`src/design/lin_mode_pkg.sv`:
```
// constants and types for the lin transceiver mode control block
package lin_mode_pkg;
  // transceiver mode field encodings
  typedef enum logic [1:0] {
    mode_off = 2'h0,
    mode_wake = 2'h1,
    mode_rx_only = 2'h2,
    mode_normal = 2'h3
  } lin_mode_type;
  // chip operating modes
  typedef enum logic [2:0] {
    chip_normal = 3'h0,
    chip_stop = 3'h1,
    chip_sleep = 3'h2,
    chip_restart = 3'h3,
    chip_fail_safe = 3'h4
  } chip_mode_type;
  localparam lin_mode_type MODE_RESET = mode_off;
  localparam int CLK_HZ = 50_000_000;
  // enabling delay in microseconds, multiplied out to cycles
  localparam int EN_TIME_US = 10;
  localparam int EN_CYCLES = (EN_TIME_US * (CLK_HZ / 1_000_000));
  // transmit dominant time-out in microseconds
  localparam int TXD_TO_US = 12000;
  localparam int TXD_TO_CYCLES = (TXD_TO_US * (CLK_HZ / 1_000_000));
  // bus wake filter in microseconds
  localparam int WAKE_FILT_US = 50;
  localparam int WAKE_FILT_CYCLES = (WAKE_FILT_US * (CLK_HZ / 1_000_000));
  // receive noise filter in cycles
  localparam int RX_FILT_CYCLES = 4;
  localparam int CNT_W = 20;
  localparam int FIFO_W = 1;
  localparam int FIFO_D = 8;
endpackage

```
`src/design/lin_bit_fifo.sv`:
```
// small flip-flop fifo with valid/ready on both sides
`timescale 1ns/10ps
module lin_bit_fifo #(
  parameter int WIDTH = 1,
  parameter int DEPTH = 8
) (
  input wire logic ref_clk,
  input wire logic reset,
  input wire logic [WIDTH-1:0] in_data,
  input wire logic in_valid,
  output logic in_ready,
  output logic [WIDTH-1:0] out_data,
  output logic out_valid,
  input wire logic out_ready
);
  localparam int AW = $clog2(DEPTH);
  logic [WIDTH-1:0] mem_r [DEPTH];
  logic [AW-1:0] wr_r;
  logic [AW-1:0] rd_r;
  logic [AW:0] cnt_r;
  logic push;
  logic pop;

  // handshake terms
  assign push = in_valid && (cnt_r != (AW+1)'(DEPTH));
  assign pop = out_valid && out_ready;
  assign in_ready = (cnt_r != (AW+1)'(DEPTH));
  assign out_valid = (cnt_r != '0);
  assign out_data = mem_r[rd_r];

  // storage write
  always_ff @(posedge ref_clk) begin
    if (push) begin
      mem_r[wr_r] <= in_data;
    end
  end

  // pointers and fill count
  always_ff @(posedge ref_clk or posedge reset) begin
    if (reset) begin
      wr_r <= '0;
      rd_r <= '0;
      cnt_r <= '0;
    end else begin
      if (push) begin
        wr_r <= (wr_r == AW'(DEPTH - 1)) ? '0 : wr_r + 1'b1;
      end
      if (pop) begin
        rd_r <= (rd_r == AW'(DEPTH - 1)) ? '0 : rd_r + 1'b1;
      end
      cnt_r <= cnt_r + (AW+1)'(push) - (AW+1)'(pop);
    end
  end
endmodule

```
`src/design/lin_mode_ctrl.sv`:
```
// lin transceiver mode control with transmit gating and receive path
`timescale 1ns/10ps
module lin_mode_ctrl (
  input wire logic ref_clk,
  input wire logic reset,
  input wire lin_mode_pkg::chip_mode_type chip_mode,
  input wire logic [1:0] lin_mode_field,
  input wire logic mode_write,
  input wire logic spi_cs_n,
  input wire logic fault_clear,
  input wire logic lin_transmit_input,
  input wire logic bus_level,
  output logic bus_drive_dominant,
  output logic lin_receive_output,
  output logic lin_fault_flag,
  output logic wake_event,
  output logic [1:0] mode_status
);
  import lin_mode_pkg::*;

  //////////////////////////////////////////////////////////////////////////////
  // pin synchronisers
  logic [1:0] txd_sync_r;
  logic [1:0] bus_sync_r;
  logic [1:0] cs_sync_r;
  logic cs_prev_r;
  logic txd_s;
  logic bus_s;
  logic cs_rise;

  // two flops per pin input
  always_ff @(posedge ref_clk or posedge reset) begin
    if (reset) begin
      txd_sync_r <= 2'h3;
      bus_sync_r <= 2'h3;
      cs_sync_r <= 2'h3;
    end else begin
      txd_sync_r <= {txd_sync_r[0], lin_transmit_input};
      bus_sync_r <= {bus_sync_r[0], bus_level};
      cs_sync_r <= {cs_sync_r[0], spi_cs_n};
    end
  end

  // last synchronised chip-select, idle high so no edge after reset
  always_ff @(posedge ref_clk or posedge reset) begin
    if (reset) begin
      cs_prev_r <= 1'b1;
    end else begin
      cs_prev_r <= cs_sync_r[1];
    end
  end
  assign txd_s = txd_sync_r[1];
  assign bus_s = bus_sync_r[1];
  assign cs_rise = cs_sync_r[1] && !cs_prev_r;

  //////////////////////////////////////////////////////////////////////////////
  // mode field capture and commit
  lin_mode_type mode_r;
  lin_mode_type pend_r;
  logic pend_valid_r;
  logic woken_r;
  logic chip_ns;
  logic chip_fs_r;
  logic rearm_r;
  logic fs_prev_r;
  logic fs_entry;
  lin_mode_type req;

  assign chip_ns = (chip_mode == chip_normal) || (chip_mode == chip_stop);
  assign req = pend_r;
  assign fs_entry = (chip_mode == chip_fail_safe) && !fs_prev_r;

  // pending mode value, last write before chip-select release wins
  always_ff @(posedge ref_clk or posedge reset) begin
    if (reset) begin
      pend_r <= mode_off;
    end else if (mode_write) begin
      pend_r <= lin_mode_type'(lin_mode_field);
    end
  end

  // pending flag held until chip-select release, a new write wins
  always_ff @(posedge ref_clk or posedge reset) begin
    if (reset) begin
      pend_valid_r <= 1'b0;
    end else if (mode_write) begin
      pend_valid_r <= 1'b1;
    end else if (cs_rise) begin
      pend_valid_r <= 1'b0;
    end
  end

  // mode register
  always_ff @(posedge ref_clk or posedge reset) begin
    if (reset) begin
      mode_r <= MODE_RESET;
    end else if (cs_rise && pend_valid_r && req == mode_off) begin
      mode_r <= mode_off;
    end else if (fs_entry) begin
      mode_r <= mode_wake;
    end else if (cs_rise && pend_valid_r) begin
      case (req)
        mode_wake: mode_r <= mode_wake;
        mode_normal: begin
          if (chip_ns) begin
            mode_r <= mode_normal;
          end
        end
        mode_rx_only: begin
          if (chip_ns) begin
            mode_r <= mode_rx_only;
          end
        end
        default: mode_r <= mode_r;
      endcase
    end else if (!chip_ns && (mode_r == mode_normal || mode_r == mode_rx_only)) begin
      mode_r <= mode_wake;
    end
  end

  // stop, sleep or fail-safe seen last cycle
  always_ff @(posedge ref_clk or posedge reset) begin
    if (reset) begin
      chip_fs_r <= 1'b0;
    end else begin
      chip_fs_r <= (chip_mode == chip_stop) || (chip_mode == chip_sleep) || (chip_mode == chip_fail_safe);
    end
  end

  // one-cycle rearm pulse on entry to stop, sleep or fail-safe
  always_ff @(posedge ref_clk or posedge reset) begin
    if (reset) begin
      rearm_r <= 1'b0;
    end else begin
      rearm_r <= !chip_fs_r && ((chip_mode == chip_stop) || (chip_mode == chip_sleep) ||
                                (chip_mode == chip_fail_safe));
    end
  end

  // fail-safe seen last cycle; only the entry forces wake, off stays selectable
  always_ff @(posedge ref_clk or posedge reset) begin
    if (reset) begin
      fs_prev_r <= 1'b0;
    end else begin
      fs_prev_r <= (chip_mode == chip_fail_safe);
    end
  end

  //////////////////////////////////////////////////////////////////////////////
  // receive filter
  logic rx_filt_r;
  logic [2:0] rx_cnt_r;

  // level accepted once stable for the filter time
  always_ff @(posedge ref_clk or posedge reset) begin
    if (reset) begin
      rx_filt_r <= 1'b1;
      rx_cnt_r <= '0;
    end else if (bus_s == rx_filt_r) begin
      rx_cnt_r <= '0;
    end else if (rx_cnt_r == 3'(RX_FILT_CYCLES - 1)) begin
      rx_filt_r <= bus_s;
      rx_cnt_r <= '0;
    end else begin
      rx_cnt_r <= rx_cnt_r + 3'h1;
    end
  end

  //////////////////////////////////////////////////////////////////////////////
  // bus wake detection, recorded into a fifo of edge samples
  logic [CNT_W-1:0] wk_cnt_r;
  logic wk_long_r;
  logic wk_push;
  logic wk_in_ready;
  logic wk_out_valid;
  logic [FIFO_W-1:0] wk_out_data;

  // dominant long enough then released counts as a wake
  always_ff @(posedge ref_clk or posedge reset) begin
    if (reset) begin
      wk_cnt_r <= '0;
      wk_long_r <= 1'b0;
    end else if (mode_r != mode_wake || woken_r) begin
      wk_cnt_r <= '0;
      wk_long_r <= 1'b0;
    end else if (!rx_filt_r) begin
      if (wk_cnt_r == CNT_W'(WAKE_FILT_CYCLES)) begin
        wk_long_r <= 1'b1;
      end else begin
        wk_cnt_r <= wk_cnt_r + 1'b1;
      end
    end else begin
      wk_cnt_r <= '0;
      wk_long_r <= 1'b0;
    end
  end
  assign wk_push = wk_long_r && rx_filt_r && mode_r == mode_wake && !woken_r && wk_in_ready;

  lin_bit_fifo #(.WIDTH(FIFO_W), .DEPTH(FIFO_D)) wake_fifo (
    .ref_clk(ref_clk),
    .reset(reset),
    .in_data(1'b1),
    .in_valid(wk_push),
    .in_ready(wk_in_ready),
    .out_data(wk_out_data),
    .out_valid(wk_out_valid),
    .out_ready(!woken_r)
  );

  // woken state, cleared by leaving wake mode or rearm
  always_ff @(posedge ref_clk or posedge reset) begin
    if (reset) begin
      woken_r <= 1'b0;
    end else if (wk_out_valid && wk_out_data[0] && mode_r == mode_wake) begin
      woken_r <= 1'b1;
    end else if (mode_r != mode_wake || rearm_r) begin
      woken_r <= 1'b0;
    end
  end

  //////////////////////////////////////////////////////////////////////////////
  // enabling delay and early-low handling
  logic [CNT_W-1:0] en_cnt_r;
  logic en_done_r;
  logic armed_r;

  // delay counter restarts on each entry to normal
  always_ff @(posedge ref_clk or posedge reset) begin
    if (reset) begin
      en_cnt_r <= '0;
      en_done_r <= 1'b0;
    end else if (mode_r != mode_normal) begin
      en_cnt_r <= '0;
      en_done_r <= 1'b0;
    end else if (en_cnt_r == CNT_W'(EN_CYCLES - 1)) begin
      en_done_r <= 1'b1;
    end else begin
      en_cnt_r <= en_cnt_r + 1'b1;
    end
  end

  // transmitter armed only after a high seen past the delay
  always_ff @(posedge ref_clk or posedge reset) begin
    if (reset) begin
      armed_r <= 1'b0;
    end else if (!en_done_r) begin
      armed_r <= 1'b0;
    end else if (txd_s) begin
      armed_r <= 1'b1;
    end
  end

  //////////////////////////////////////////////////////////////////////////////
  // transmit dominant time-out
  logic [CNT_W-1:0] to_cnt_r;
  logic to_active_r;

  // suspend while low persists, resume when released
  always_ff @(posedge ref_clk or posedge reset) begin
    if (reset) begin
      to_cnt_r <= '0;
      to_active_r <= 1'b0;
    end else if (txd_s || mode_r != mode_normal) begin
      to_cnt_r <= '0;
      to_active_r <= 1'b0;
    end else if (to_cnt_r == CNT_W'(TXD_TO_CYCLES)) begin
      to_active_r <= 1'b1;
    end else begin
      to_cnt_r <= to_cnt_r + 1'b1;
    end
  end

  //////////////////////////////////////////////////////////////////////////////
  // outputs
  logic set_fault;
  assign set_fault = to_cnt_r == CNT_W'(TXD_TO_CYCLES) && !txd_s && mode_r == mode_normal;

  // fault flag, set wins over clear
  always_ff @(posedge ref_clk or posedge reset) begin
    if (reset) begin
      lin_fault_flag <= 1'b0;
    end else if (set_fault) begin
      lin_fault_flag <= 1'b1;
    end else if (fault_clear) begin
      lin_fault_flag <= 1'b0;
    end
  end

  // bus driver register
  always_ff @(posedge ref_clk or posedge reset) begin
    if (reset) begin
      bus_drive_dominant <= 1'b0;
    end else begin
      bus_drive_dominant <= (mode_r == mode_normal) && armed_r && !txd_s && !to_active_r;
    end
  end

  // receive pin register
  always_ff @(posedge ref_clk or posedge reset) begin
    if (reset) begin
      lin_receive_output <= 1'b1;
    end else if (mode_r == mode_wake && woken_r) begin
      lin_receive_output <= 1'b0;
    end else if (mode_r == mode_normal || mode_r == mode_rx_only) begin
      lin_receive_output <= rx_filt_r;
    end else begin
      lin_receive_output <= 1'b1;
    end
  end

  // wake indication, one cycle per wake taken
  always_ff @(posedge ref_clk or posedge reset) begin
    if (reset) begin
      wake_event <= 1'b0;
    end else begin
      wake_event <= wk_out_valid && !woken_r && mode_r == mode_wake;
    end
  end

  // mode status register
  always_ff @(posedge ref_clk or posedge reset) begin
    if (reset) begin
      mode_status <= 2'h0;
    end else begin
      mode_status <= mode_r;
    end
  end
endmodule

```
`config.mk`:
```
export PLATFORM = sky130hd
export DESIGN_NAME = lin_mode_ctrl
export DESIGN_NICKNAME = d
export VERILOG_FILES = /design/src/design/lin_mode_pkg.sv /design/src/design/lin_bit_fifo.sv /design/src/design/lin_mode_ctrl.sv
export SDC_FILE = /design/constraint.sdc
export NUM_CORES = 1
export LEC_CHECK = 0
export BUFFER_PORTS_ARGS = -buffer_cell sky130_fd_sc_hd__buf_4
export CAP_MARGIN = 20
export CORE_UTILIZATION = 45
export DETAILED_ROUTE_END_ITERATION = 10
export GPL_TIMING_DRIVEN = 1
export PLACE_DENSITY = 0.6
export SYNTH_ARGS = -nofsm -noshare
export SYNTH_HDL_FRONTEND = slang
export SYNTH_SLANG_ARGS = --single-unit
```
`constraint.sdc`:
```
create_clock -name ref_clk -period 3.9 [get_ports ref_clk]
set_input_delay 0.78 -clock ref_clk [delete_from_list [all_inputs] [get_ports ref_clk]]
set_output_delay 0.78 -clock ref_clk [all_outputs]
set_load 0.03 [all_outputs]
```
* After elaboration in Yosys (flattened, before gate mapping)
Cells that the tools add are included.
** Cells by class
- $add $sub $neg :: 6
- Multipliers :: 0
- Divide/modulo/power cells :: 0
- Order comparisons :: 0
- Eq/ne operators :: 24
- Shift-type cells :: 0
- Muxes and demuxes :: 33
- Bitwise gates (word level) :: 1
- Reduce and logical (&&, ||, !) cells :: 47
** Operators with widths (count)
- $mux W20 :: 7
- $add A20 B1 Y20 const B :: 3
- $eq A20 B12 Y1 const B :: 1
- $eq A20 B20 Y1 const B :: 1
- $eq A20 B9 Y1 const B :: 1
- $logic_and A1 B1 Y1 :: 20
- $mux W1 :: 17
- $mux W2 :: 6
- $ne A5 B5 Y1 const B :: 2
- $reduce_bool A2 Y1 :: 5
- $eq A2 B2 Y1 const B :: 4
- $reduce_bool A4 Y1 :: 2
- $logic_not A1 Y1 :: 7
- $logic_or A1 B1 Y1 :: 7
- $eq A3 B2 Y1 const B :: 2
- $mux W3 :: 2
- $ne A2 B2 Y1 const B :: 3
- $ne A6 B2 Y1 const B :: 1
- $pmux W2 S3 :: 1
- $add A4 B1 Y4 :: 1
- $eq A2 B1 Y1 const B :: 2
- $ne A2 B1 Y1 const B :: 2
- $ne A4 B4 Y1 const B :: 1
- $reduce_and A4 Y1 :: 1
- 12 further kinds :: 12
** Word-level totals
- Flip-flop bits (word level) :: 94
- Latch bits :: 0
- Memory bits (writable) :: 0
- Memory bits (read-only) :: 0
- Input port bits :: 12
- Output and inout port bits :: 6
- Logic and storage cells :: 137
- Memories kept :: 0

* Depth between registers and ports, before layout
- Depth in word-level cells :: 8
- Depth in mapped cells :: 10
- Depth with buffers taken out :: 10

* Cells and area by module
A second synthesis with hierarchy kept.
** Second synthesis, totals
- Cell total of the unflattened synthesis :: 501
- Area, all modules :: 5235.0 µm²
** By module, submodules not included
- lin_mode_ctrl :: times used 1, cells each 433, area an instance 4304.1 µm², sequential area each 2263.4 µm²
- lin_bit_fifo :: times used 1, cells each 68, area an instance 930.9 µm², sequential area each 490.5 µm²

* Worst setup path after synthesis
No wires, ideal clock.
- Path kind :: register to register
- From :: reg mode_r[1]
- To :: reg wake_fifo.cnt_r[2]
- Setup time :: 0.123 ns
- Arrival time :: 1.919 ns
- Required time :: 3.777 ns
- Setup slack :: 1.858 ns
- Cell stages (with the launch flop) :: 9
- Path buffers :: 1
- Clock period less this slack :: 2.042 ns
- Path through :: dfrtp_1 -> clkbuf_1 -> nand2b_1 -> or2_2 -> a311oi_1 -> ha_1 -> inv_1 -> fa_1 -> xnor2_1
** On the way
- Word-level cells in the longest chain between the ends :: 7
** Ends and longest elaborated chain
- start: declaration :: line lin_mode_ctrl.sv:58 : lin_mode_type mode_r;
- start signal: assignment :: line lin_mode_ctrl.sv:98 : mode_r <= mode_off;
- start signal: assignment :: line lin_mode_ctrl.sv:100 : mode_r <= mode_wake;
- start signal: assignment :: line lin_mode_ctrl.sv:103 : mode_wake: mode_r <= mode_wake;
- $eq A2 B1 Y1 :: line lin_mode_ctrl.sv:197 : assign wk_push = wk_long_r && rx_filt_r && mode_r == mode_wake && !woken_r && wk_in_ready;
- $logic_and A1 B1 Y1 (3 in series) :: line lin_mode_ctrl.sv:197
- $logic_and A1 B1 Y1 :: line lin_bit_fifo.sv:25 : assign push = in_valid && (cnt_r != (AW+1)'(DEPTH));
- $add A4 B1 Y4 :: line lin_bit_fifo.sv:51 : cnt_r <= cnt_r + (AW+1)'(push) - (AW+1)'(pop);
- $sub A4 B1 Y4 :: line lin_bit_fifo.sv:51
- end signal: assignment :: line lin_bit_fifo.sv:51
- end: declaration :: line lin_bit_fifo.sv:20 : logic [AW:0] cnt_r;
No other way between the ends.
A chain may end at the register's enable or synchronous reset.

* Final worst setup path
- From :: reg mode_r[1]
- To :: reg to_cnt_r[16]
** On the way
- Word-level cells in the longest chain between the ends :: 3
- Elaborated cells between the ends (all ways) :: 4
- Classes of those cells :: 2 x eq/ne; 1 x mux; 1 x reduce/logical
** Ends and longest elaborated chain
- $ne A2 B2 Y1 * :: line lin_mode_ctrl.sv:263 : end else if (txd_s || mode_r != mode_normal) begin
- $logic_or A1 B1 Y1 * :: line lin_mode_ctrl.sv:263
- $ne A2 B2 Y1 (no line) or $mux W20 (tied branches)
- end signal: assignment :: line lin_mode_ctrl.sv:269 : to_cnt_r <= to_cnt_r + 1'b1;
- end: declaration :: line lin_mode_ctrl.sv:255 : logic [CNT_W-1:0] to_cnt_r;
Every way passes the cells marked *; elsewhere a longest branch is shown, timed or not.

==> results_dict.tcl <==
set metrics [dict create \
    min_path_type "flop to flop" \
    fp-row-count 36 \
    syn_area_um2 4560 \
    ys_warn_count 0 \
    die_w_um 103 \
    power.leakage_uw 0.00213 \
    period_share 0.607 \
    status "completed" \
    clock-sinks 94 \
    crit_path_end_kind "flop" \
    synth-compound-area-share 0.104 \
    synth_enable_flop_cells 0 \
    cts_inserted_buffers 9 \
    htree_levels 3 \
    path_class "flop to flop" \
    synth_cell_type_count 49 \
    grt-ovfl-total 0 \
    ys_top_cells_by_count "dfrtp_1 (85), nor2_1 (51), nand2_1 (32)" \
    worst_pin_slew_ns 0.968 \
    vias 3326 \
    final_core_util 0.517 \
    relSlewSlack 0.349 \
    ys_ff_latch 94 \
    crit_required_ns 4.20 \
    max_freq_mhz 423 \
    syn_avg_cell_area_um2 10.0 \
    wirelength_um 8690 \
    rsz0062_at_grt "no" \
    drive_gt1_frac 0.129 \
    crit_arrival_ns 2.66 \
    min_period_ns 2.37 \
    finalSetupViolCount 0 \
    antenna_found_initial 0 \
    start_kind "flop" \
    path_max_fanout 21 \
    gp_congestion 0.760 \
    cts-resized-gates 0 \
    grt_util_all_layers 0.184 \
    fin_total_pwr_uw 1940 \
    synth_top_family_by_area "simple AND/OR/NAND/NOR gates" \
    viasPerCell 5.43 \
    grt_pass1_wl_um 14700 \
    area_growth_pct 10.8 \
    fill_cells 924 \
    cts_root_buffer "clkbuf_8" \
    syn-num-nets 479 \
    cts_setup_buffers 0 \
    muxShareOfSynthArea 0.00960 \
    slew_violations 0 \
    clk_pin_slew_ns 0.10 \
    wl_per_cell_um 14.2 \
    ant_nets 0 \
    synth_simple_gate_area_frac 0.242 \
    synth_area_leaders "dfrtp_1 (47%), dfstp_2 (5.2%), nor2_1 (4.2%)" \
    grt_pass1_vias 3190 \
    grt_start_max_net_pins 66 \
    syn_inst 454 \
    synth_top_area_share 0.467 \
    die_area_um2 10500 \
    drtPass1Iterations 4 \
    dieHeight_um 103 \
    synth.largest_area_cell "dfrtp_1" \
    vdd_drop_max_mv 0.260 \
    finalHoldViolCount 0 \
    synth_fa_ha_area_frac 0.0373 \
    fin_worst_skew_ns 0.0126 \
    core_um2 9770 \
    ys_seq_area_frac 0.518 \
    clk_latency_ns 0.37 \
    antenna_cells 0 \
    synth_ff_type "dfrtp_1" \
    port_buffers 17 \
    cts_hold_buf 0 \
    ioPinCount 18 \
    final_nets 499 \
    start_util 0.466 \
    hpwl_um 5850 \
    synth_xor_area_frac 0.0615 \
    cts_tree "built" \
    dr.first_iter.drc_count 94 \
    clockBufferDepth 2 \
    synth-async-reset-ratio 1.00 \
    drc 0 \
    cellPowerDensity_nw_per_um2 384 \
    yosysMostFrequentCell "dfrtp_1" \
    fin_setup_tns_ns 0 \
    drv_cap 0 \
]
[layout by cell type, fill, tap and decap left out, types with 3 or more instances in the layout]
cell      instances
mux2_2            3
dfstp_2           9
xnor2_1          21
nand2b_1          6
a21oi_1          24
nand3_1          20
xor2_1           11
a21o_1            3
nor3_1           16
nor4_1           10
nand2_1          32
nor2b_1           5
o21ai_0          21
nor3b_1           3
nand4_1          11
nor4b_1           7
nand3b_1          4
inv_1            22
and3_1            3
or4_1             4
a31oi_1           5
and4_1            6
a31o_2            6
a41o_1            5
o21a_1            5
or3_1            10
and2_1            4
buf_4            19
ha_1             12
clkbuf_8          9
dfrtp_1          85
nor2_1           51
[final cells by class]
type | instances | area [um2] | area share
clock buffers | 10 | 128 | 0.0253
well taps | 133 | 166 | 0.0329
inverters | 23 | 88.8 | 0.0176
repair buffers | 19 | 143 | 0.0282
flip-flops and latches | 94 | 2360 | 0.468
multi-input cells | 327 | 2080 | 0.411
clock inverters | 6 | 86.3 | 0.0171
[cells by family after synthesis]
kind of cell | after synthesis
multiplexers | 4
adder cells (fa/ha/maj) | 13
XOR/XNOR | 32
AO/OA/AOI/OAI | 76
AND/OR/NAND/NOR | 202
flip-flops | 94
buffers and inverters | 33
[metal layers]
metal	wire length [um]	GRT usage
met5	0	0
met4	84	0.0593
met3	312	0.0603
met2	3920	0.281
met1	4380	0.247
[where the power goes]
group          internal (uW)  leakage [uW]  total [uW]  switching, uW
Clock                    361      0.000107         703            342
Sequential              1020       0.00126        1050           34.8
Combinational           66.0      0.000767         184            118
[metrics by stage]
stage	instance area, um2	hold WS, ns	setup WS (ns)	std cells
finish	5050	0.359	1.53	612
global route	5050	0.363	1.34	612
CTS	5050	0.361	1.52	612
detailed placement	4840	0.348	1.56	596
global placement	4840	0.346	1.62	596
floorplan	4560	0.345	0.686	454
[critical path, cell delays in order (launching register included)]
cell	delay, ns
dfrtp_1	0.51
and2_1	0.40
nand2b_1	0.51
or4b_2	0.78
o21ai_0	0.09
[worst paths after layout]
check	startpoint	endpoint	slack, ns	depth (start not counted)
max in group asynchronous	reset	rx_filt_r$_DFFE_PP1P_	2.55	3
min	cs_sync_r[0]$_DFF_PP1_	cs_sync_r[1]$_DFF_PP1_	0.36	0
max reg2reg	mode_r[1]$_DFFE_PP0P_	to_cnt_r[16]$_DFFE_PP0P_	1.53	4
min in group asynchronous	reset	to_active_r$_DFFE_PP0P_	0.56	2
min reg2reg	cs_sync_r[0]$_DFF_PP1_	cs_sync_r[1]$_DFF_PP1_	0.36	0
max	mode_r[1]$_DFFE_PP0P_	to_cnt_r[16]$_DFFE_PP0P_	1.53	4
[sequential cells by signal, indices dropped and copies added (netlist names), 3 cells and up]
signal           cells
to_cnt_r            20
wk_cnt_r            20
en_cnt_r            20
rx_cnt_r             3
wake_fifo.cnt_r      4
No activity file was read; power rests on OpenSTA's default activity.
